**config.mk**
```make
export PLATFORM = sky130hd
export DESIGN_NAME = cpu_bus_release_control
export DESIGN_NICKNAME = d
export VERILOG_FILES = /design/src/shared/bus_release_pkg.sv /design/src/core/sync_cell.sv /design/src/core/cpu_bus_release_control.sv
export VERILOG_INCLUDE_DIRS = /design/src /design/src/shared
export SDC_FILE = /design/constraint.sdc
export NUM_CORES = 1
export LEC_CHECK = 0
export ABC_AREA = 1
export BUFFER_PORTS_ARGS = -buffer_cell sky130_fd_sc_hd__clkbuf_2
export CORE_ASPECT_RATIO = 0.8
export CORE_MARGIN = 1.5
export CORE_UTILIZATION = 45
export DETAILED_ROUTE_END_ITERATION = 12
export GPL_TIMING_DRIVEN = 0
export PLACE_DENSITY = 0.76
export SLEW_MARGIN = 0
export SYNTH_ARGS = -nofsm -noshare
export SYNTH_HDL_FRONTEND = slang
export SYNTH_SLANG_ARGS = --single-unit
```
**constraint.sdc**
```tcl
create_clock -name mclk -period 1.2 [get_ports mclk]
set_input_delay 0.18 -clock mclk [delete_from_list [all_inputs] [get_ports mclk]]
set_output_delay 0.18 -clock mclk [all_outputs]
set_load 0.03 [all_outputs]
```
**src/shared/bus_release_regs.svh**
```systemverilog
// Timing counts and reset values for the bus-release control.
`ifndef BUS_RELEASE_REGS_SVH
`define BUS_RELEASE_REGS_SVH
`define MCLK_PERIOD_NS          50
`define CLOCK_HIGH_WIDTH_LIMIT_NS 4500
`define STALL_COUNT_WIDTH       8
`define ADDRESS_RESET_VALUE     16'hFFFE
`define DATA_RESET_VALUE        8'h00
`define PIN_SYNC_WIDTH          7
`endif

```
**src/shared/bus_release_pkg.sv**
```systemverilog
// Types shared by the bus-release control design.
package bus_release_pkg;
  typedef enum logic [2:0] {
    ST_RUN,
    ST_TRISTATE,
    ST_DEAD,
    ST_HALTED,
    ST_WAITING
  } bus_state_type;
endpackage

```
**src/core/sync_cell.sv**
```systemverilog
// Two flip-flop synchroniser for a group of pin inputs.
`timescale 1ns/1ns
`default_nettype none
module sync_cell #(
  parameter int WIDTH = 1
) (
  input  wire logic             mclk,
  input  wire logic             resetn,
  input  wire logic [WIDTH-1:0] pin_in,
  input  wire logic [WIDTH-1:0] reset_value,
  output logic      [WIDTH-1:0] sync_out
);
  logic [WIDTH-1:0] meta_q;
  logic [WIDTH-1:0] sync_q;

  initial begin
    if (WIDTH < 1) begin
      $error("sync_cell width must be at least one");
    end
  end

  // The reset value is a constant tie at every instance of this cell.
  always_ff @(posedge mclk) begin
    if (!resetn) begin
      meta_q <= reset_value;
      sync_q <= reset_value;
    end else begin
      meta_q <= pin_in;
      sync_q <= meta_q;
    end
  end

  assign sync_out = sync_q;
endmodule
`default_nettype wire

```
**src/core/cpu_bus_release_control.sv**
```systemverilog
// Bus-release control of the processor: three-state, halt, wait and data drive shaping.
// Functional notes
// - Three-state request floats address and read/write.
// - Three-state request forces strobe and released flag low.
// - After release, redrive, dead cycle, then resume.
// - Released flag high only when halted or waiting.
// - Released flag means drivers off, outputs inactive.
// - Unmasked or nonmaskable interrupt ends wait.
// - Three-state request keeps released flag low.
// - Data drivers follow data drive enable.
// - Read cycles keep data drivers off.
// - Sixteen-bit address, eight-bit three-state data.
// - Halt finishes current instruction before stopping.
`timescale 1ns/1ns
`default_nettype none
`include "bus_release_regs.svh"
module cpu_bus_release_control
  import bus_release_pkg::*;
#(
  parameter int ADDR_WIDTH = 16,
  parameter int DATA_WIDTH = 8
) (
  input  wire logic                  mclk,
  input  wire logic                  resetn,
  input  wire logic                  phase_one_clock,
  input  wire logic                  phase_two_clock,
  input  wire logic                  three_state_request,
  input  wire logic                  data_drive_enable,
  input  wire logic                  halt_n,
  input  wire logic                  maskable_interrupt_request_n,
  input  wire logic                  nonmaskable_interrupt_n,
  input  wire logic [DATA_WIDTH-1:0] data_in,
  input  wire logic                  interrupt_mask,
  input  wire logic [ADDR_WIDTH-1:0] core_address,
  input  wire logic                  core_read_write,
  input  wire logic                  core_address_valid,
  input  wire logic [DATA_WIDTH-1:0] core_write_data,
  input  wire logic                  core_instruction_last,
  input  wire logic                  core_wait_for_interrupt_op,
  output logic      [ADDR_WIDTH-1:0] address_out,
  output logic                       address_oe,
  output logic                       read_write_out,
  output logic                       read_write_oe,
  output logic      [DATA_WIDTH-1:0] data_out,
  output logic                       data_oe,
  output logic                       valid_address_strobe,
  output logic                       bus_released_flag,
  output logic      [DATA_WIDTH-1:0] core_read_data,
  output logic                       core_advance,
  output logic                       dead_cycle,
  output logic                       clock_stall_overrun
);
  localparam int STALL_LIMIT_CYCLES = `CLOCK_HIGH_WIDTH_LIMIT_NS / `MCLK_PERIOD_NS;
  localparam logic [`STALL_COUNT_WIDTH-1:0] STALL_LIMIT = STALL_LIMIT_CYCLES[`STALL_COUNT_WIDTH-1:0];

  initial begin
    if (ADDR_WIDTH != 16 || DATA_WIDTH != 8 || STALL_LIMIT_CYCLES >= (1 << `STALL_COUNT_WIDTH)) begin
      $error("bus widths must be 16 address and 8 data bits");
    end
  end

  logic [`PIN_SYNC_WIDTH-1:0] pins_raw;
  logic [`PIN_SYNC_WIDTH-1:0] pins_sync;
  logic [DATA_WIDTH-1:0]      data_sync;
  logic                       phi1_s;
  logic                       phi2_s;
  logic                       float_req_s;
  logic                       dde_s;
  logic                       halt_s_n;
  logic                       irq_s_n;
  logic                       nmi_s_n;
  logic                       phi2_prev_q;
  logic                       cycle_end;
  logic                       wake_request;
  bus_state_type              state_q;
  bus_state_type              state_d;
  logic [ADDR_WIDTH-1:0]      address_q;
  logic                       read_write_q;
  logic                       address_valid_q;
  logic [DATA_WIDTH-1:0]      data_q;
  logic [DATA_WIDTH-1:0]      read_data_q;
  logic [`STALL_COUNT_WIDTH-1:0] stall_count_q;
  logic                       overrun_q;
  logic                       on_bus;
  logic                       stopped;

  assign pins_raw = {phase_one_clock, phase_two_clock, three_state_request, data_drive_enable,
                     halt_n, maskable_interrupt_request_n, nonmaskable_interrupt_n};

  sync_cell #(.WIDTH(`PIN_SYNC_WIDTH)) pin_sync (
    .mclk        (mclk),
    .resetn      (resetn),
    .pin_in      (pins_raw),
    .reset_value (7'h07),
    .sync_out    (pins_sync)
  );

  sync_cell #(.WIDTH(DATA_WIDTH)) data_pin_sync (
    .mclk        (mclk),
    .resetn      (resetn),
    .pin_in      (data_in),
    .reset_value (`DATA_RESET_VALUE),
    .sync_out    (data_sync)
  );

  assign phi1_s   = pins_sync[6];
  assign phi2_s   = pins_sync[5];
  assign float_req_s = pins_sync[4];
  assign dde_s    = pins_sync[3];
  assign halt_s_n = pins_sync[2];
  assign irq_s_n  = pins_sync[1];
  assign nmi_s_n  = pins_sync[0];

  // A machine cycle ends at the falling edge of phase two; a stalled clock yields none.
  assign cycle_end    = phi2_prev_q && !phi2_s;
  assign wake_request = !nmi_s_n || (!irq_s_n && !interrupt_mask);
  assign stopped      = (state_q == ST_HALTED) || (state_q == ST_WAITING);
  assign on_bus       = !float_req_s && !stopped && (state_q != ST_TRISTATE);

  always_comb begin
    state_d = state_q;
    case (state_q)
      ST_RUN: begin
        if (float_req_s) begin
          state_d = ST_TRISTATE;
        end else if (cycle_end && core_wait_for_interrupt_op) begin
          state_d = ST_WAITING;
        end else if (cycle_end && core_instruction_last && !halt_s_n) begin
          state_d = ST_HALTED;
        end
      end
      ST_TRISTATE: begin
        if (!float_req_s) begin
          state_d = ST_DEAD;
        end
      end
      ST_DEAD: begin
        if (float_req_s) begin
          state_d = ST_TRISTATE;
        end else if (cycle_end) begin
          state_d = ST_RUN;
        end
      end
      ST_HALTED: begin
        if (halt_s_n && !float_req_s) begin
          state_d = ST_RUN;
        end
      end
      ST_WAITING: begin
        if (wake_request && !float_req_s) begin
          state_d = ST_RUN;
        end
      end
      default: begin
        state_d = ST_RUN;
      end
    endcase
  end

  // The core is stepped only in running cycles, so a stall freezes its state as it was.
  assign core_advance = (state_q == ST_RUN) && !float_req_s && cycle_end;
  assign dead_cycle   = (state_q == ST_DEAD);

  always_ff @(posedge mclk) begin
    if (!resetn) begin
      state_q     <= ST_RUN;
      phi2_prev_q <= 1'b0;
    end else begin
      state_q     <= state_d;
      phi2_prev_q <= phi2_s;
    end
  end

  always_ff @(posedge mclk) begin
    if (!resetn) begin
      address_q       <= `ADDRESS_RESET_VALUE;
      read_write_q    <= 1'b1;
      address_valid_q <= 1'b0;
      data_q          <= `DATA_RESET_VALUE;
    end else if (state_q == ST_RUN && !float_req_s) begin
      address_q       <= core_address;
      read_write_q    <= core_read_write;
      address_valid_q <= core_address_valid;
      data_q          <= core_write_data;
    end
  end

  always_ff @(posedge mclk) begin
    if (!resetn) begin
      read_data_q <= `DATA_RESET_VALUE;
    end else if (read_write_q && dde_s) begin
      read_data_q <= data_sync;
    end
  end

  // Phase one held high beyond the limit corrupts the dynamic state; this flags it.
  always_ff @(posedge mclk) begin
    if (!resetn) begin
      stall_count_q <= '0;
      overrun_q     <= 1'b0;
    end else if (!phi1_s) begin
      stall_count_q <= '0;
      overrun_q     <= 1'b0;
    end else if (stall_count_q != STALL_LIMIT) begin
      stall_count_q <= stall_count_q + 1'b1;
    end else begin
      overrun_q <= 1'b1;
    end
  end

  assign address_out          = address_q;
  assign read_write_out       = read_write_q;
  assign data_out             = data_q;
  assign core_read_data       = read_data_q;
  assign clock_stall_overrun  = overrun_q;
  assign address_oe           = on_bus;
  assign read_write_oe        = on_bus;
  assign valid_address_strobe = on_bus && (state_q == ST_RUN) && address_valid_q;
  assign bus_released_flag    = stopped && !float_req_s;
  assign data_oe              = on_bus && dde_s && !read_write_q;

  property p_float_on_request;
    @(posedge mclk) disable iff (!resetn) float_req_s |-> !address_oe && !read_write_oe && !data_oe;
  endproperty
  a_float_on_request: assert property (p_float_on_request) else $error("bus driven during three-state");

  property p_strobe_low;
    @(posedge mclk) disable iff (!resetn) float_req_s |-> !valid_address_strobe && !bus_released_flag;
  endproperty
  a_strobe_low: assert property (p_strobe_low) else $error("strobe or flag high during three-state");

  property p_dead_then_run;
    @(posedge mclk) disable iff (!resetn)
      (state_q == ST_TRISTATE) && !float_req_s |=> dead_cycle && address_oe && !valid_address_strobe && !core_advance;
  endproperty
  a_dead_then_run: assert property (p_dead_then_run) else $error("no dead cycle after release");

  property p_resume;
    @(posedge mclk) disable iff (!resetn) dead_cycle && cycle_end && !float_req_s |=> state_q == ST_RUN;
  endproperty
  a_resume: assert property (p_resume) else $error("execution not resumed after dead cycle");

  property p_flag_meaning;
    @(posedge mclk) disable iff (!resetn)
      (state_q == ST_RUN) || (state_q == ST_DEAD) || (state_q == ST_TRISTATE) || float_req_s |-> !bus_released_flag;
  endproperty
  a_flag_meaning: assert property (p_flag_meaning) else $error("released flag high while running");

  property p_flag_raised;
    @(posedge mclk) disable iff (!resetn) (state_q == ST_HALTED) && !float_req_s |-> bus_released_flag;
  endproperty
  a_flag_raised: assert property (p_flag_raised) else $error("released flag low while halted");

  property p_released_quiet;
    @(posedge mclk) disable iff (!resetn)
      bus_released_flag |-> !address_oe && !read_write_oe && !data_oe && !valid_address_strobe && !core_advance;
  endproperty
  a_released_quiet: assert property (p_released_quiet) else $error("output active while released");

  property p_wake;
    @(posedge mclk) disable iff (!resetn) (state_q == ST_WAITING) && wake_request && !float_req_s |=> state_q == ST_RUN;
  endproperty
  a_wake: assert property (p_wake) else $error("wait not left on interrupt");

  property p_stay_waiting;
    @(posedge mclk) disable iff (!resetn) (state_q == ST_WAITING) && !wake_request |=> state_q == ST_WAITING;
  endproperty
  a_stay_waiting: assert property (p_stay_waiting) else $error("wait left without interrupt");

  property p_data_enable;
    @(posedge mclk) disable iff (!resetn) data_oe |-> dde_s && !read_write_out;
  endproperty
  a_data_enable: assert property (p_data_enable) else $error("data driven without enable or in read");

  property p_halt_boundary;
    @(posedge mclk) disable iff (!resetn)
      (state_q == ST_RUN) && !float_req_s && !core_instruction_last && !core_wait_for_interrupt_op |=> state_q != ST_HALTED;
  endproperty
  a_halt_boundary: assert property (p_halt_boundary) else $error("halted inside an instruction");

  property p_frozen;
    @(posedge mclk) disable iff (!resetn) (state_q == ST_TRISTATE) && float_req_s |=> $stable(address_q) && !core_advance;
  endproperty
  a_frozen: assert property (p_frozen) else $error("state moved while stalled");

  property p_overrun;
    @(posedge mclk) disable iff (!resetn) phi1_s && (stall_count_q == STALL_LIMIT) && $stable(phi1_s) |=> clock_stall_overrun || !phi1_s;
  endproperty
  a_overrun: assert property (p_overrun) else $error("stall overrun not flagged");
endmodule
`default_nettype wire

```
# Yosys cells after proc, flatten, opt, wreduce, memory -nomap -nowiden
# Cells that the tools add are included.
[word_totals]
reg_bits = 77
inputBits = 46
out_inout_bits = 41
word_cells = 64
[op_classes]
add_sub_neg = 1
n_eq_ne = 11
n_mux = 9
n_reduce_logical = 30
[op_table]
columns = ["op", "count"]
rows = [
  ["2-to-1 mux 3 bit", 8],
  ["logical AND 1 bit", 17],
  ["case mux 3 bit (5 select lines)", 1],
  ["adder 8 x 1 -> 8 bit (second input constant)", 1],
  ["zero test 1 bit", 8],
  ["inequality test 8 x 7 -> 1 bit (second input constant)", 1],
  ["== test 3 x 2 -> 1 bit (second input constant)", 2],
  ["inequality test 3 x 1 -> 1 bit (second input constant)", 2],
  ["AND reduction 5 bit", 1],
  ["inequality test 2 x 1 -> 1 bit (second input constant)", 2],
  ["inequality test 4 x 3 -> 1 bit (second input constant)", 1],
  ["== test 3 x 1 -> 1 bit (second input constant)", 1],
  ["== test 3 bit (second input constant)", 1],
  ["zero test 3 bit", 1],
  ["logical OR 1 bit", 2],
  ["inequality test 2 bit (second input constant)", 1],
  ["AND reduction 2 bit", 1],
]

# Depth between registers and ports, before layout
# Gate-level depths: netlist (run 1).
[logic_depth]
depth_word = 8
depth_mapped = 9
mapped_depth_nobuf = 9

# By module
# A second synthesis (run 1) with hierarchy kept.
[unflattened]
cells_unflattened = 368
area_unflattened_um2 = 2857.7
[by_module_without_submodules]
columns = ["module", "instances", "cells_each", "area_each_um2", "seq_area_each_um2"]
rows = [
  ["cpu_bus_release_control", 1, 258, 1930.6, 940.9],
  ["sync_cell (data_pin_sync)", 1, 59, 500.5, 320.3],
  ["sync_cell (pin_sync)", 1, 51, 426.7, 280.3],
]

# Worst setup path after synthesis (run 1)
# No wires, ideal clock.
[synth_timing]
path_type = "flip-flop to output port"
start = "register state_q[0]"
end = "output port data_oe"
arrival_time_ns = 1.420
required_ns = 1.020
setup_slack_ns = -0.400
path_stages_with_launch = 7
path_buffers = 0
cell_sequence = "dfxtp_1 > nor3_1 > nor2_1 > nand3_1 > inv_1 > nand2_1 > nor2_1"
[synth_between]
elab_chain_cells = 7
word_cells_on_any_way = 9
classes_between = "3 x eq/ne; 6 x reduce/logical"
[synth_rtl]
columns = ["element", "line_no", "rtl"]
rows = [
  ["start, declared", "cpu_bus_release_control.sv:75", "bus_state_type state_q;"],
  ["start signal, assigned", "cpu_bus_release_control.sv:169", "state_q <= state_d;"],
  ["== test 3 x 2 -> 1 bit / == test 3 bit (equally long branches)", "cpu_bus_release_control.sv:117", "assign stopped = (state_q == ST_HALTED) || (state_q == ST_WAITING);"],
  ["logical OR 1 bit", "cpu_bus_release_control.sv:117", ""],
  ["zero test 1 bit", "cpu_bus_release_control.sv:118", "assign on_bus = !float_req_s && !stopped && (state_q != ST_TRISTATE);"],
  ["logical AND 1 bit", "cpu_bus_release_control.sv:118", ""],
  ["logical AND 1 bit *", "cpu_bus_release_control.sv:118", ""],
  ["named net address_oe", "cpu_bus_release_control.sv:41", "output logic address_oe,"],
  ["logical AND 1 bit * (2 in a row)", "cpu_bus_release_control.sv:220", "assign data_oe = on_bus && dde_s && !read_write_q;"],
  ["end, declared", "cpu_bus_release_control.sv:45", "output logic data_oe,"],
]
# Mark *: on every way through the listed nets, which the timed path passes. The rest lies on a longest branch.

# Worst setup path after layout (run 1)
[layout_timing]
start = "register state_q[0]"
end = "output port data_oe"
[layout_between]
elab_chain_cells = 7
word_cells_on_any_way = 9
classes_between = "3 x eq/ne; 6 x reduce/logical"
[layout_rtl]
columns = ["element", "line_no"]
rows = [
  ["== test 3 x 2 -> 1 bit / == test 3 bit (equally long branches)", "cpu_bus_release_control.sv:117"],
  ["logical OR 1 bit", "cpu_bus_release_control.sv:117"],
  ["zero test 1 bit", "cpu_bus_release_control.sv:118"],
  ["logical AND 1 bit", "cpu_bus_release_control.sv:118"],
  ["logical AND 1 bit *", "cpu_bus_release_control.sv:118"],
  ["logical AND 1 bit * (2 in a row)", "cpu_bus_release_control.sv:220"],
]
# Mark *: on every way between the ends. The rest lies on a longest branch, timed or not.

==> metrics.txt, run 1 <==
# TYPE chip_impl_metric gauge
chip_impl_info{name="critPathKind",value="reg2out"} 1
chip_impl_info{name="min-delay-path-class",value="in2reg"} 1
chip_impl_metric{name="row_count",unit=""} 25
chip_impl_info{name="synth-main-ff-cell",value="sky130_fd_sc_hd__dfxtp_1"} 1
chip_impl_metric{name="antenna_cells",unit=""} 0
chip_impl_metric{name="final.setup.tns",unit="ns"} -12.46
chip_impl_info{name="critical_path.reg2reg.endpoint",value="state_q[1]$_SDFFE_PN0P_"} 1
chip_impl_metric{name="drt-wirelength-per-cell",unit="um"} 11.9
chip_impl_metric{name="netlist_area",unit="um2"} 2740
chip_impl_metric{name="seq_area_frac_synth",unit="%"} 56.2
chip_impl_metric{name="grt_max_degree",unit=""} 16
chip_impl_info{name="reg2reg_from",value="state_q[1]$_SDFFE_PN0P_"} 1
chip_impl_metric{name="finClkSkew",unit="ns"} 0.00856
chip_impl_info{name="failing_checks",value="setup timing"} 1
chip_impl_metric{name="timing.fmax",unit="MHz"} 583
chip_impl_metric{name="crit_required",unit="ns"} 1.02
chip_impl_metric{name="finalSetupViolCount",unit=""} 37
chip_impl_metric{name="drtIter0Drc",unit=""} 66
chip_impl_metric{name="holdPathStages",unit=""} 3
chip_impl_metric{name="synthesis.instances",unit=""} 349
chip_impl_metric{name="worst-endpoint-arrival",unit="ns"} 1.53
chip_impl_metric{name="synthesis.nets",unit=""} 397
chip_impl_metric{name="grt_first_pass_wirelength",unit="um"} 10500
chip_impl_metric{name="yosysTopAreaCellShare",unit="%"} 56.2
chip_impl_info{name="cts_tree",value="built"} 1
chip_impl_metric{name="grt_remaining_overflow",unit=""} 0
chip_impl_metric{name="buffer_ports.inserted",unit=""} 85
chip_impl_metric{name="drt_pass1_iterations",unit=""} 4
chip_impl_metric{name="cts-buffers-inserted",unit=""} 9
chip_impl_metric{name="fp.dieArea",unit="um2"} 6570
chip_impl_metric{name="slew_headroom",unit="%"} 53.4
chip_impl_metric{name="io_pins",unit=""} 87
chip_impl_metric{name="ys_async_sr_fraction",unit="%"} 0
chip_impl_metric{name="min_period",unit="ns"} 1.71
chip_impl_metric{name="nets",unit=""} 513
chip_impl_metric{name="synthesis.area_per_instance",unit="um2"} 7.85
chip_impl_metric{name="power_density",unit="nW/um2"} 2340
chip_impl_metric{name="floorplan.initialDensity",unit="%"} 46.6
chip_impl_metric{name="timing.reg2reg.worst_path_depth",unit=""} 12
chip_impl_metric{name="chipWidth",unit="um"} 90.3
chip_impl_metric{name="tightest_slew",unit="ns"} 0.698
chip_impl_metric{name="dr_total_vias",unit=""} 2503
chip_impl_metric{name="clock-sinks",unit=""} 77
chip_impl_metric{name="drt-total-wl",unit="um"} 6550
chip_impl_metric{name="stdcell_count",unit=""} 551
chip_impl_metric{name="grt_antenna_before_repair",unit=""} 0
chip_impl_metric{name="drt_drc_violations_left",unit=""} 0
chip_impl_metric{name="die_height",unit="um"} 72.8
chip_impl_info{name="post_synth_main_area_contributors",value="sky130_fd_sc_hd__dfxtp_1 (56%), sky130_fd_sc_hd__nand2_1 (12%), sky130_fd_sc_hd__nor2_1 (7.3%), sky130_fd_sc_hd__inv_1 (6.2%), sky130_fd_sc_hd__nand3_1 (4.0%)"} 1
chip_impl_metric{name="ys_types",unit=""} 28
chip_impl_metric{name="number_of_synthesized_register_bits",unit=""} 77
chip_impl_info{name="cts.root.buffer_cell",value="sky130_fd_sc_hd__clkbuf_8"} 1
chip_impl_metric{name="period_share",unit="%"} 143
chip_impl_metric{name="vias_per_cell",unit=""} 4.54
chip_impl_metric{name="hold_violations",unit=""} 0
chip_impl_metric{name="critical_path_peak_fanout",unit=""} 6
chip_impl_info{name="status",value="finished with violations"} 1
chip_impl_info{name="endpoint_kind",value="output pin"} 1
chip_impl_metric{name="final_max_slew_viol_count",unit=""} 0
chip_impl_metric{name="antenna_violating_nets_post_route",unit=""} 0
chip_impl_metric{name="yosys_warnings",unit=""} 0
chip_impl_metric{name="final_layout_size_suffix_gt1_share",unit="%"} 42.3
chip_impl_metric{name="highest_ir_drop_seen_on_vdd",unit="uV"} 1490
chip_impl_metric{name="grt_use_total",unit="%"} 20.3
chip_impl_metric{name="holdBufCountCts",unit=""} 0
chip_impl_info{name="synth.most_common_cell",value="sky130_fd_sc_hd__nand2_1"} 1
chip_impl_metric{name="fillerInstances",unit=""} 498
chip_impl_metric{name="cts-htree-levels",unit=""} 3
chip_impl_metric{name="max_cap_violations",unit=""} 0
chip_impl_metric{name="dpl.hpwl",unit="um"} 4030
chip_impl_info{name="synth.top_cells.by_count",value="sky130_fd_sc_hd__nand2_1 (86), sky130_fd_sc_hd__dfxtp_1 (77), sky130_fd_sc_hd__nor2_1 (53), sky130_fd_sc_hd__inv_1 (45), sky130_fd_sc_hd__nand3_1 (22)"} 1
chip_impl_metric{name="max-clock-path-buffers",unit=""} 2
chip_impl_metric{name="p_leak",unit="uW"} 0.00204
chip_impl_metric{name="post-place-cells",unit=""} 515
chip_impl_metric{name="synth-edff-count",unit=""} 0
chip_impl_metric{name="first_global_vias",unit=""} 2413
chip_impl_metric{name="setup_ws",unit="ns"} -0.514
chip_impl_info{name="min-delay-start",value="data_in[5]"} 1
chip_impl_info{name="whs_endpoint",value="data_pin_sync.meta_q[5]$_SDFF_PN0_"} 1
chip_impl_info{name="startpoint_type",value="flip-flop"} 1
chip_impl_info{name="grt_setup_unrepaired",value="true"} 1
chip_impl_metric{name="globalplace.congestion",unit=""} 0.832
chip_impl_metric{name="floorplan.core_area",unit="um2"} 5880
chip_impl_metric{name="rrSetupSlack",unit="ns"} -0.43
chip_impl_metric{name="area_growth",unit="%"} 46.1
chip_impl_metric{name="clock_latency",unit="ns"} 0.34
chip_impl_metric{name="clkTransAtPathRegs",unit="ns"} 0.08
chip_impl_info{name="yosysTopAreaCell",value="sky130_fd_sc_hd__dfxtp_1"} 1
critical path: stages (launching register included):
cell and delay (ns):
sky130_fd_sc_hd__dfxtp_4 0.39, sky130_fd_sc_hd__buf_4 0.13, sky130_fd_sc_hd__nor3_4 0.04, sky130_fd_sc_hd__nor2_2 0.11, sky130_fd_sc_hd__nand3_2 0.11, sky130_fd_sc_hd__inv_2 0.09, sky130_fd_sc_hd__nand2_2 0.07, sky130_fd_sc_hd__nor2_4 0.13
sky130_fd_sc_hd__buf_8 0.13
routing by layer:
layer  GRT usage, %  up-vias  routed length (um)
met1           22.8     1111                2780
li1               -     1306                   -
met3           6.98        6                 430
met4           8.64        0                  78
met2           35.8       80                3260
met5              0        -                   0
registers in the layout, summed over array words and instances (netlist names), 7 cells and up:
register and cells:
address_out 16, core_read_data 8, data_out 8, data_pin_sync.meta_q 8
data_pin_sync.sync_out 8, stall_count_q 8, pin_sync.meta_q 7, pin_sync.sync_out 7
report_power, final:
group	switching (uW)	internal (uW)	total, uW
Clock	1010	775	1780
Combinational	2420	1910	4320
Sequential	298	2980	3280
Total	3720	5660	9380
kinds of logic after synthesis:
logic type	after synthesis	share of synthesized area, %
XOR/XNOR	1	0.320
AND/OR/NAND/NOR	178	27.5
buffers and inverters	60	9.08
adder cells (fa/ha/maj)	2	0.913
AO/OA/AOI/OAI	31	5.98
flip-flops	77	56.2
per-stage QoR:
stage | util (%) | total power, uW | hold WS (ns) | worst slack, ns | instance area (um2)
2_1_floorplan | - | 5250 | 0.278 | -0.118 | 2770
3_3_place_gp | 56.0 | 5940 | 0.364 | -0.339 | 3290
3_5_place_dp | 56.0 | 6000 | 0.366 | -0.360 | 3290
4_1_cts | 64.9 | 8940 | 0.00386 | -0.536 | 3820
5_1_grt | 68.1 | 9890 | 0.00548 | -0.569 | 4010
6_report | 68.1 | 9380 | 0.0185 | -0.514 | 4010
what timing repair did:
item                       in CTS  in global routing
cloned                          3                  0
setup buffers                  14                  8
pin swaps                      16                 18
setup endpoints to repair      41                 41
gates resized for setup        67                 55
cell usage in the layout (no fill, tap or decap), drive strengths merged, types with 2 or more instances in the layout:
| cell type | Yosys | final |
|---|---|---|
| nor3 | 2 | 2 |
| nor2 | 56 | 56 |
| nand2 | 87 | 87 |
| buf | 7 | 32 |
| dfxtp | 77 | 77 |
| clkbuf | 6 | 94 |
| or2 | 6 | 6 |
| clkinv | 0 | 3 |
| nand3 | 22 | 22 |
| clkinvlp | 0 | 2 |
| nand4 | 2 | 2 |
| ha | 2 | 2 |
| inv | 47 | 49 |
| o21ai | 22 | 22 |
| a21oi | 7 | 7 |
worst max path at each step:
stage	from	slack [ns]	cells past startpoint	endpoint
after floorplan	state_q[0]$_SDFFE_PN0P_	-0.12	7	valid_address_strobe
after global placement	state_q[0]$_SDFFE_PN0P_	-0.34	8	valid_address_strobe
after detailed placement	state_q[2]$_SDFFE_PN0P_	-0.36	8	valid_address_strobe
after CTS	state_q[1]$_SDFFE_PN0P_	-0.54	8	valid_address_strobe
after global routing	state_q[0]$_SDFFE_PN0P_	-0.57	8	data_oe
final	state_q[0]$_SDFFE_PN0P_	-0.51	8	data_oe
layout make-up:
| class | instances | area, um2 | area share, % |
|---|---|---|---|
| repair buffers | 106 | 724 | 18.1 |
| plain buffers | 12 | 85.1 | 2.12 |
| multi-input cells | 212 | 1170 | 29.3 |
| flip-flops and latches | 77 | 1560 | 39.0 |
| well taps | 81 | 101 | 2.53 |
| clock buffers | 9 | 124 | 3.09 |
| clock inverters | 7 | 58.8 | 1.47 |
| inverters | 47 | 176 | 4.40 |
(Power assumes the default switching activity.)
==> run 2: changes to the inputs <==
--- a/config.mk
+++ b/config.mk
@@ -14,6 +14,7 @@
 export DETAILED_ROUTE_END_ITERATION = 12
 export GPL_TIMING_DRIVEN = 0
 export PLACE_DENSITY = 0.76
+export RECOVER_POWER = 100
 export SLEW_MARGIN = 0
 export SYNTH_ARGS = -nofsm -noshare
 export SYNTH_HDL_FRONTEND = slang
==> run 2 against run 1 <==
The flow still finishes with violations (setup timing). First-iteration DRC count did not move. Via count about the same. Sequential share of layout area is essentially flat. Utilization decreased by 0.085 points. Combinational power is essentially flat. Clock skew barely moved. Largest cell class unchanged.
==> metrics.txt, run 2 (synthesis results as in run 1) <==
# TYPE chip_impl_metric gauge
chip_impl_info{name="status",value="finished with violations"} 1
chip_impl_info{name="failing_checks",value="setup timing"} 1
chip_impl_metric{name="finClkSkew",unit="ns"} 0.00860
chip_impl_metric{name="final_cell_area",unit="um2"} 4000
chip_impl_metric{name="die_height",unit="um"} 72.8
chip_impl_metric{name="clock_latency",unit="ns"} 0.34
chip_impl_metric{name="final_max_slew_viol_count",unit=""} 0
chip_impl_metric{name="fillerInstances",unit=""} 500
chip_impl_metric{name="grt_antenna_before_repair",unit=""} 0
chip_impl_metric{name="io_pins",unit=""} 87
chip_impl_metric{name="worst-endpoint-arrival",unit="ns"} 1.53
chip_impl_metric{name="power_switching_share",unit="%"} 39.7
chip_impl_info{name="critPathKind",value="reg2out"} 1
chip_impl_info{name="endpoint_kind",value="output pin"} 1
chip_impl_metric{name="area_growth",unit="%"} 46.0
chip_impl_metric{name="clock-sinks",unit=""} 77
chip_impl_metric{name="p_leak",unit="uW"} 0.00203
chip_impl_metric{name="min_period",unit="ns"} 1.71
chip_impl_metric{name="first_global_vias",unit=""} 2413
chip_impl_info{name="critical_path.top_delay_family",value="simple AND/OR/NAND/NOR gates"} 1
chip_impl_metric{name="floorplan.core_area",unit="um2"} 5880
chip_impl_metric{name="power_density",unit="nW/um2"} 2340
chip_impl_metric{name="period_share",unit="%"} 143
chip_impl_metric{name="drt_drc_violations_left",unit=""} 0
chip_impl_metric{name="slew_headroom",unit="%"} 53.6
chip_impl_metric{name="sequential_cell_area",unit="um2"} 1560
chip_impl_metric{name="clockPowerShare",unit="%"} 19.0
chip_impl_metric{name="final_layout_size_suffix_gt1_share",unit="%"} 41.9
chip_impl_metric{name="max-clock-path-buffers",unit=""} 2
chip_impl_info{name="cts.root.buffer_cell",value="sky130_fd_sc_hd__clkbuf_8"} 1
chip_impl_metric{name="rrSetupSlack",unit="ns"} -0.43
chip_impl_metric{name="highest_ir_drop_seen_on_vdd",unit="uV"} 1490
chip_impl_metric{name="internal_power_summed_over_all_cells",unit="uW"} 5660
chip_impl_metric{name="globalplace.congestion",unit=""} 0.832
chip_impl_info{name="cts_tree",value="built"} 1
chip_impl_metric{name="nets",unit=""} 513
chip_impl_info{name="timing.critical_path.cells",value="buf_4 > nor3_4 > nor2_2 > nand3_2 > inv_2 > nand2_2 > nor2_4 > buf_8"} 1
chip_impl_metric{name="cp_num_buf_inv",unit=""} 3
chip_impl_metric{name="fp.dieArea",unit="um2"} 6570
chip_impl_metric{name="crit_required",unit="ns"} 1.02
chip_impl_metric{name="setup_ws",unit="ns"} -0.511
chip_impl_metric{name="finalCoreUtilization",unit="%"} 68.0
chip_impl_metric{name="antenna_violating_nets_post_route",unit=""} 0
chip_impl_metric{name="grt_max_degree",unit=""} 16
chip_impl_metric{name="drt-wirelength-per-cell",unit="um"} 11.9
chip_impl_metric{name="drt_pass1_iterations",unit=""} 4
chip_impl_metric{name="placed_area",unit="um2"} 3290
chip_impl_metric{name="drtIter0Drc",unit=""} 66
chip_impl_info{name="slowest_stage",value="sky130_fd_sc_hd__dfxtp_4"} 1
chip_impl_metric{name="critical_path_peak_fanout",unit=""} 6
chip_impl_metric{name="antenna_cells",unit=""} 0
chip_impl_metric{name="hold_violations",unit=""} 0
chip_impl_metric{name="drt-total-wl",unit="um"} 6540
chip_impl_metric{name="grt_remaining_overflow",unit=""} 0
chip_impl_metric{name="clkTransAtPathRegs",unit="ns"} 0.08
chip_impl_metric{name="cts-htree-levels",unit=""} 3
chip_impl_metric{name="chipWidth",unit="um"} 90.3
chip_impl_metric{name="worst_path_largest_cell_delay",unit="ns"} 0.39
chip_impl_metric{name="grt_use_total",unit="%"} 20.3
chip_impl_metric{name="dr_total_vias",unit=""} 2505
chip_impl_metric{name="buffer_ports.inserted",unit=""} 85
chip_impl_metric{name="finalSetupViolCount",unit=""} 38
chip_impl_info{name="startpoint_type",value="flip-flop"} 1
chip_impl_info{name="final_cell_mix",value="sky130_fd_sc_hd__clkbuf_2 (77), sky130_fd_sc_hd__nand2_1 (69), sky130_fd_sc_hd__dfxtp_1 (69)"} 1
chip_impl_metric{name="p_sw",unit="uW"} 3720
chip_impl_metric{name="pwr-share-seq",unit="%"} 35.0
chip_impl_metric{name="row_count",unit=""} 25
chip_impl_metric{name="timing.fmax",unit="MHz"} 584
chip_impl_metric{name="floorplan.initialDensity",unit="%"} 46.6
chip_impl_metric{name="cts-buffers-inserted",unit=""} 9
chip_impl_metric{name="vias_per_cell",unit=""} 4.55
chip_impl_metric{name="largest_register_ff_count",unit=""} 16
chip_impl_info{name="leading_cell_type_in_the_layout_fill_and_taps_excluded",value="sky130_fd_sc_hd__clkbuf_2"} 1
chip_impl_metric{name="holdBufCountCts",unit=""} 0
chip_impl_metric{name="grt_first_pass_wirelength",unit="um"} 10500
chip_impl_metric{name="area_occupied_by_multi_input_gates",unit="um2"} 1170
chip_impl_info{name="grt_setup_unrepaired",value="true"} 1
chip_impl_metric{name="tightest_slew",unit="ns"} 0.697
chip_impl_metric{name="pwr-share-comb",unit="%"} 46.0
chip_impl_metric{name="stdcell_count",unit=""} 551
chip_impl_metric{name="max_cap_violations",unit=""} 0
chip_impl_metric{name="dpl.hpwl",unit="um"} 4030
chip_impl_info{name="min-delay-path-class",value="in2reg"} 1
chip_impl_metric{name="post-place-cells",unit=""} 515
## run 2: cell counts in the layout (fill, tap and decap cells not counted)
Identical to the previous run, type by type.
## run 2: power by group through the flow
stage | logic (uW) | clock network [uW] | registers, uW
final | 4320 | 1780 | 3280
after global routing | 4630 | 1930 | 3330
after CTS | 3850 | 1830 | 3250
after detailed placement | 2730 | 0 | 3260
after global placement | 2680 | 0 | 3250
after floorplan | 1410 | 0 | 3840
## run 2: final timing paths
check,to,from,depth (start not counted)
min reg2reg,pin_sync.sync_out[1]$_SDFF_PN1_,pin_sync.meta_q[1]$_SDFF_PN1_,1
min,data_pin_sync.meta_q[5]$_SDFF_PN0_,data_in[5],3
max,data_oe,state_q[0]$_SDFFE_PN0P_,8
max reg2reg,state_q[1]$_SDFFE_PN0P_,state_q[1]$_SDFFE_PN0P_,12
## run 2: tightest hold or removal path, cell delays in order
cell	delay, ns
sky130_fd_sc_hd__clkbuf_2	0.07
sky130_fd_sc_hd__nand2_1	0.04
sky130_fd_sc_hd__inv_1	0.04
## run 2: cell type report
cell class | instances | share of cell area, %
buffer | 12 | 2.10
timing repair buffer | 106 | 18.0
inverter | 47 | 4.41
sequential | 77 | 39.0
tap | 81 | 2.53
multi-input combinational | 212 | 29.3
clock buffer | 9 | 3.10
clock inverter | 7 | 1.47
## run 2: metrics by stage
stage	TNS (ns)	setup slack (ns)	power, uW	hold slack, ns
3_3_place_gp	-2.91	-0.339	5940	0.364
5_1_grt	-15.41	-0.569	9890	0.00548
6_report	-12.49	-0.511	9380	0.0180
4_1_cts	-10.68	-0.536	8940	0.00386
3_5_place_dp	-4.11	-0.360	6000	0.366
2_1_floorplan	-0.576	-0.118	5250	0.278
## run 2: metal layers
layer / part of all wire, % / GRT usage [%]
met4: 1.2 / 8.64
met3: 6.6 / 6.98
met5: 0 / 0
met1: 42 / 22.8
met2: 50 / 35.8
## run 2: timing repair
item                                    4_1_cts  5_1_grt
endpoints found under the setup margin       41       41
cloned                                        3        0
endpoints found under the hold margin         0        0
setup buffers                                14        8
pin swaps                                    16       18
gates resized for setup                      67       55
==> run 3: changes to the inputs <==
--- a/config.mk
+++ b/config.mk
@@ -10,12 +10,12 @@
 export BUFFER_PORTS_ARGS = -buffer_cell sky130_fd_sc_hd__clkbuf_2
 export CORE_ASPECT_RATIO = 0.8
 export CORE_MARGIN = 1.5
-export CORE_UTILIZATION = 45
+export CORE_UTILIZATION = 50
 export DETAILED_ROUTE_END_ITERATION = 12
 export GPL_TIMING_DRIVEN = 0
-export PLACE_DENSITY = 0.76
+export PLACE_DENSITY = 0.8
 export RECOVER_POWER = 100
-export SLEW_MARGIN = 0
+export SETUP_SLACK_MARGIN = 0.5
 export SYNTH_ARGS = -nofsm -noshare
 export SYNTH_HDL_FRONTEND = slang
 export SYNTH_SLANG_ARGS = --single-unit
==> constraint.sdc (replaced) <==
create_clock -name mclk -period 1.9 [get_ports mclk]
set_input_delay 0.285 -clock mclk [delete_from_list [all_inputs] [get_ports mclk]]
set_output_delay 0.285 -clock mclk [all_outputs]
set_load 0.03 [all_outputs]
==> run 3 against run 2 <==
The run now ends clean. Worst hold slack better by 0.10 ns. Power down 43%. First-iteration DRC count grew 53%. Cell area decreased by 9.3%. Critical path depth unchanged. Sequential power fell by 37%. Flip-flop and latch count did not move. Utilization is 2.4 points higher. Critical endpoint is now valid_address_strobe. Largest power group unchanged.
==> metrics.txt, run 3 (synthesis results as in run 1) <==
# TYPE chip_impl_metric gauge
chip_impl_metric{name="critical_path_peak_fanout",unit=""} 4
chip_impl_info{name="grt_setup_unrepaired",value="true"} 1
chip_impl_metric{name="power_switching_share",unit="%"} 39.1
chip_impl_metric{name="dr_total_vias",unit=""} 2444
chip_impl_metric{name="io_pins",unit=""} 87
chip_impl_metric{name="antenna_violating_nets_post_route",unit=""} 0
chip_impl_metric{name="drt-wirelength-per-cell",unit="um"} 11.5
chip_impl_metric{name="fp.dieArea",unit="um2"} 5940
chip_impl_metric{name="finClkSkew",unit="ns"} 0.00810
chip_impl_metric{name="placed_area",unit="um2"} 3260
chip_impl_metric{name="drtIter0Drc",unit=""} 101
chip_impl_metric{name="grt_max_degree",unit=""} 16
chip_impl_metric{name="clock-sinks",unit=""} 77
chip_impl_metric{name="antenna_cells",unit=""} 0
chip_impl_metric{name="highest_ir_drop_seen_on_vdd",unit="uV"} 1110
chip_impl_metric{name="row_count",unit=""} 23
chip_impl_metric{name="largest_register_ff_count",unit=""} 16
chip_impl_metric{name="dp_worst_setup_slack",unit="ns"} 0.198
chip_impl_metric{name="first_global_vias",unit=""} 2280
chip_impl_metric{name="drt-total-wl",unit="um"} 6030
chip_impl_metric{name="max_cap_violations",unit=""} 0
chip_impl_info{name="cts.root.buffer_cell",value="sky130_fd_sc_hd__clkbuf_8"} 1
chip_impl_metric{name="nets",unit=""} 507
chip_impl_info{name="final_cell_mix",value="sky130_fd_sc_hd__nand2_1 (83), sky130_fd_sc_hd__dfxtp_1 (72), sky130_fd_sc_hd__nor2_1 (49)"} 1
chip_impl_metric{name="finalSetupViolCount",unit=""} 0
chip_impl_metric{name="hold_violations",unit=""} 0
chip_impl_metric{name="min_period",unit="ns"} 1.83
chip_impl_metric{name="grt_use_total",unit="%"} 21.4
chip_impl_metric{name="finalCoreUtilization",unit="%"} 70.4
chip_impl_metric{name="grt_antenna_before_repair",unit=""} 0
chip_impl_metric{name="pwr-share-seq",unit="%"} 38.1
chip_impl_metric{name="drt_drc_violations_left",unit=""} 0
chip_impl_metric{name="grt_remaining_overflow",unit=""} 0
chip_impl_metric{name="cts-buffers-inserted",unit=""} 9
chip_impl_metric{name="cts-htree-levels",unit=""} 3
chip_impl_metric{name="dpl.hpwl",unit="um"} 4110
chip_impl_metric{name="p_leak",unit="uW"} 0.00182
chip_impl_metric{name="clockPowerShare",unit="%"} 23.1
chip_impl_metric{name="setup_ws",unit="ns"} 0.0711
chip_impl_metric{name="final.setup.tns",unit="ns"} 0
chip_impl_metric{name="crit_required",unit="ns"} 1.62
chip_impl_metric{name="buffer_ports.inserted",unit=""} 85
chip_impl_metric{name="chipWidth",unit="um"} 85.8
chip_impl_metric{name="slew_headroom",unit="%"} 67.6
chip_impl_metric{name="internal_power_summed_over_all_cells",unit="uW"} 3280
chip_impl_info{name="endpoint_kind",value="output pin"} 1
chip_impl_info{name="leading_cell_type_in_the_layout_fill_and_taps_excluded",value="sky130_fd_sc_hd__nand2_1"} 1
chip_impl_metric{name="floorplan.core_area",unit="um2"} 5150
chip_impl_metric{name="timing.fmax",unit="MHz"} 547
chip_impl_metric{name="p_sw",unit="uW"} 2110
chip_impl_info{name="cts_tree",value="built"} 1
chip_impl_metric{name="clkTransAtPathRegs",unit="ns"} 0.08
chip_impl_metric{name="area_growth",unit="%"} 32.3
chip_impl_metric{name="die_height",unit="um"} 69.2
chip_impl_info{name="min-delay-path-class",value="in2reg"} 1
chip_impl_metric{name="drt_pass1_iterations",unit=""} 4
chip_impl_metric{name="final_layout_size_suffix_gt1_share",unit="%"} 24.4
chip_impl_metric{name="max-clock-path-buffers",unit=""} 2
chip_impl_metric{name="final_max_slew_viol_count",unit=""} 0
chip_impl_metric{name="vias_per_cell",unit=""} 4.65
chip_impl_metric{name="grt_first_pass_wirelength",unit="um"} 9960
chip_impl_metric{name="power_density",unit="nW/um2"} 1480
chip_impl_metric{name="pwr-share-comb",unit="%"} 38.8
chip_impl_metric{name="clock_latency",unit="ns"} 0.34
chip_impl_metric{name="final_cell_area",unit="um2"} 3630
chip_impl_info{name="status",value="finished clean"} 1
chip_impl_metric{name="sum_of_internal_switching_and_leakage_power",unit="uW"} 5380
chip_impl_metric{name="floorplan.initialDensity",unit="%"} 53.2
chip_impl_metric{name="worst-endpoint-arrival",unit="ns"} 1.54
chip_impl_info{name="startpoint_type",value="flip-flop"} 1
chip_impl_metric{name="period_share",unit="%"} 96.3
chip_impl_info{name="critPathKind",value="reg2out"} 1
chip_impl_metric{name="tightest_slew",unit="ns"} 0.486
chip_impl_metric{name="globalplace.congestion",unit=""} 0.818
==> run 3: power by group through the flow <==
stage / registers (uW) / logic, uW / clock network, uW
6_report: 2050 / 2090 / 1240
4_1_cts: 2040 / 1990 / 1270
3_5_place_dp: 2060 / 1720 / 0
3_3_place_gp: 2050 / 1680 / 0
5_1_grt: 2080 / 2290 / 1340
2_1_floorplan: 2420 / 880 / 0
==> run 3: path summary, 6_finish.rpt <==
check                                startpoint                                    to  slack (ns)  cells past startpoint
max                     state_q[1]$_SDFFE_PN0P_                  valid_address_strobe        0.07                      8
min                                  data_in[5]    data_pin_sync.meta_q[5]$_SDFF_PN0_        0.12                      3
max reg2reg             state_q[1]$_SDFFE_PN0P_              data_out[5]$_SDFFE_PN0P_        0.17                      8
min reg2reg  data_pin_sync.meta_q[7]$_SDFF_PN0_  data_pin_sync.sync_out[7]$_SDFF_PN0_        0.41                      2
==> run 3: layout make-up <==
type | count | area (um2)
inverter | 47 | 179
clock inverter | 7 | 81.3
sequential | 77 | 1560
clock buffer | 9 | 124
buffer | 13 | 77.6
tap | 62 | 77.6
fill | 423 | 1520
timing repair buffer | 99 | 538
multi-input combinational | 212 | 995
==> run 3: through the flow <==
step	hold WS, ns	instances
after floorplan	0.383	349
after global placement	0.394	496
after detailed placement	0.395	496
after CTS	0.105	520
after global routing	0.104	526
final	0.119	526
==> run 3: repair_timing <==
item / CTS / global route
setup endpoints to repair: 15 / 27
gates resized for setup: 29 / 17
hold buffers: 0 / 0
cloned: 0 / 2
setup buffers: 8 / 4
pin swaps: 6 / 6
==> run 3: metal layers <==
| metal | routed length (um) | global-route usage [%] | vias up |
|---|---|---|---|
| li1 | - | - | 1289 |
| met1 | 2720 | 26.5 | 1054 |
| met2 | 2780 | 34.2 | 91 |
| met3 | 441 | 6.79 | 10 |
| met4 | 91 | 8.96 | 0 |
| met5 | 0 | 0 | - |
==> run 3: worst max-delay path, cell delays in order (launching register included) <==
cell	delay, ns
sky130_fd_sc_hd__dfxtp_4	0.37
sky130_fd_sc_hd__nor2_4	0.10
sky130_fd_sc_hd__nand2_2	0.07
sky130_fd_sc_hd__nor2_4	0.13
sky130_fd_sc_hd__inv_2	0.06
sky130_fd_sc_hd__buf_8	0.13
sky130_fd_sc_hd__buf_8	0.12
sky130_fd_sc_hd__nor2_4	0.08
sky130_fd_sc_hd__buf_8	0.13
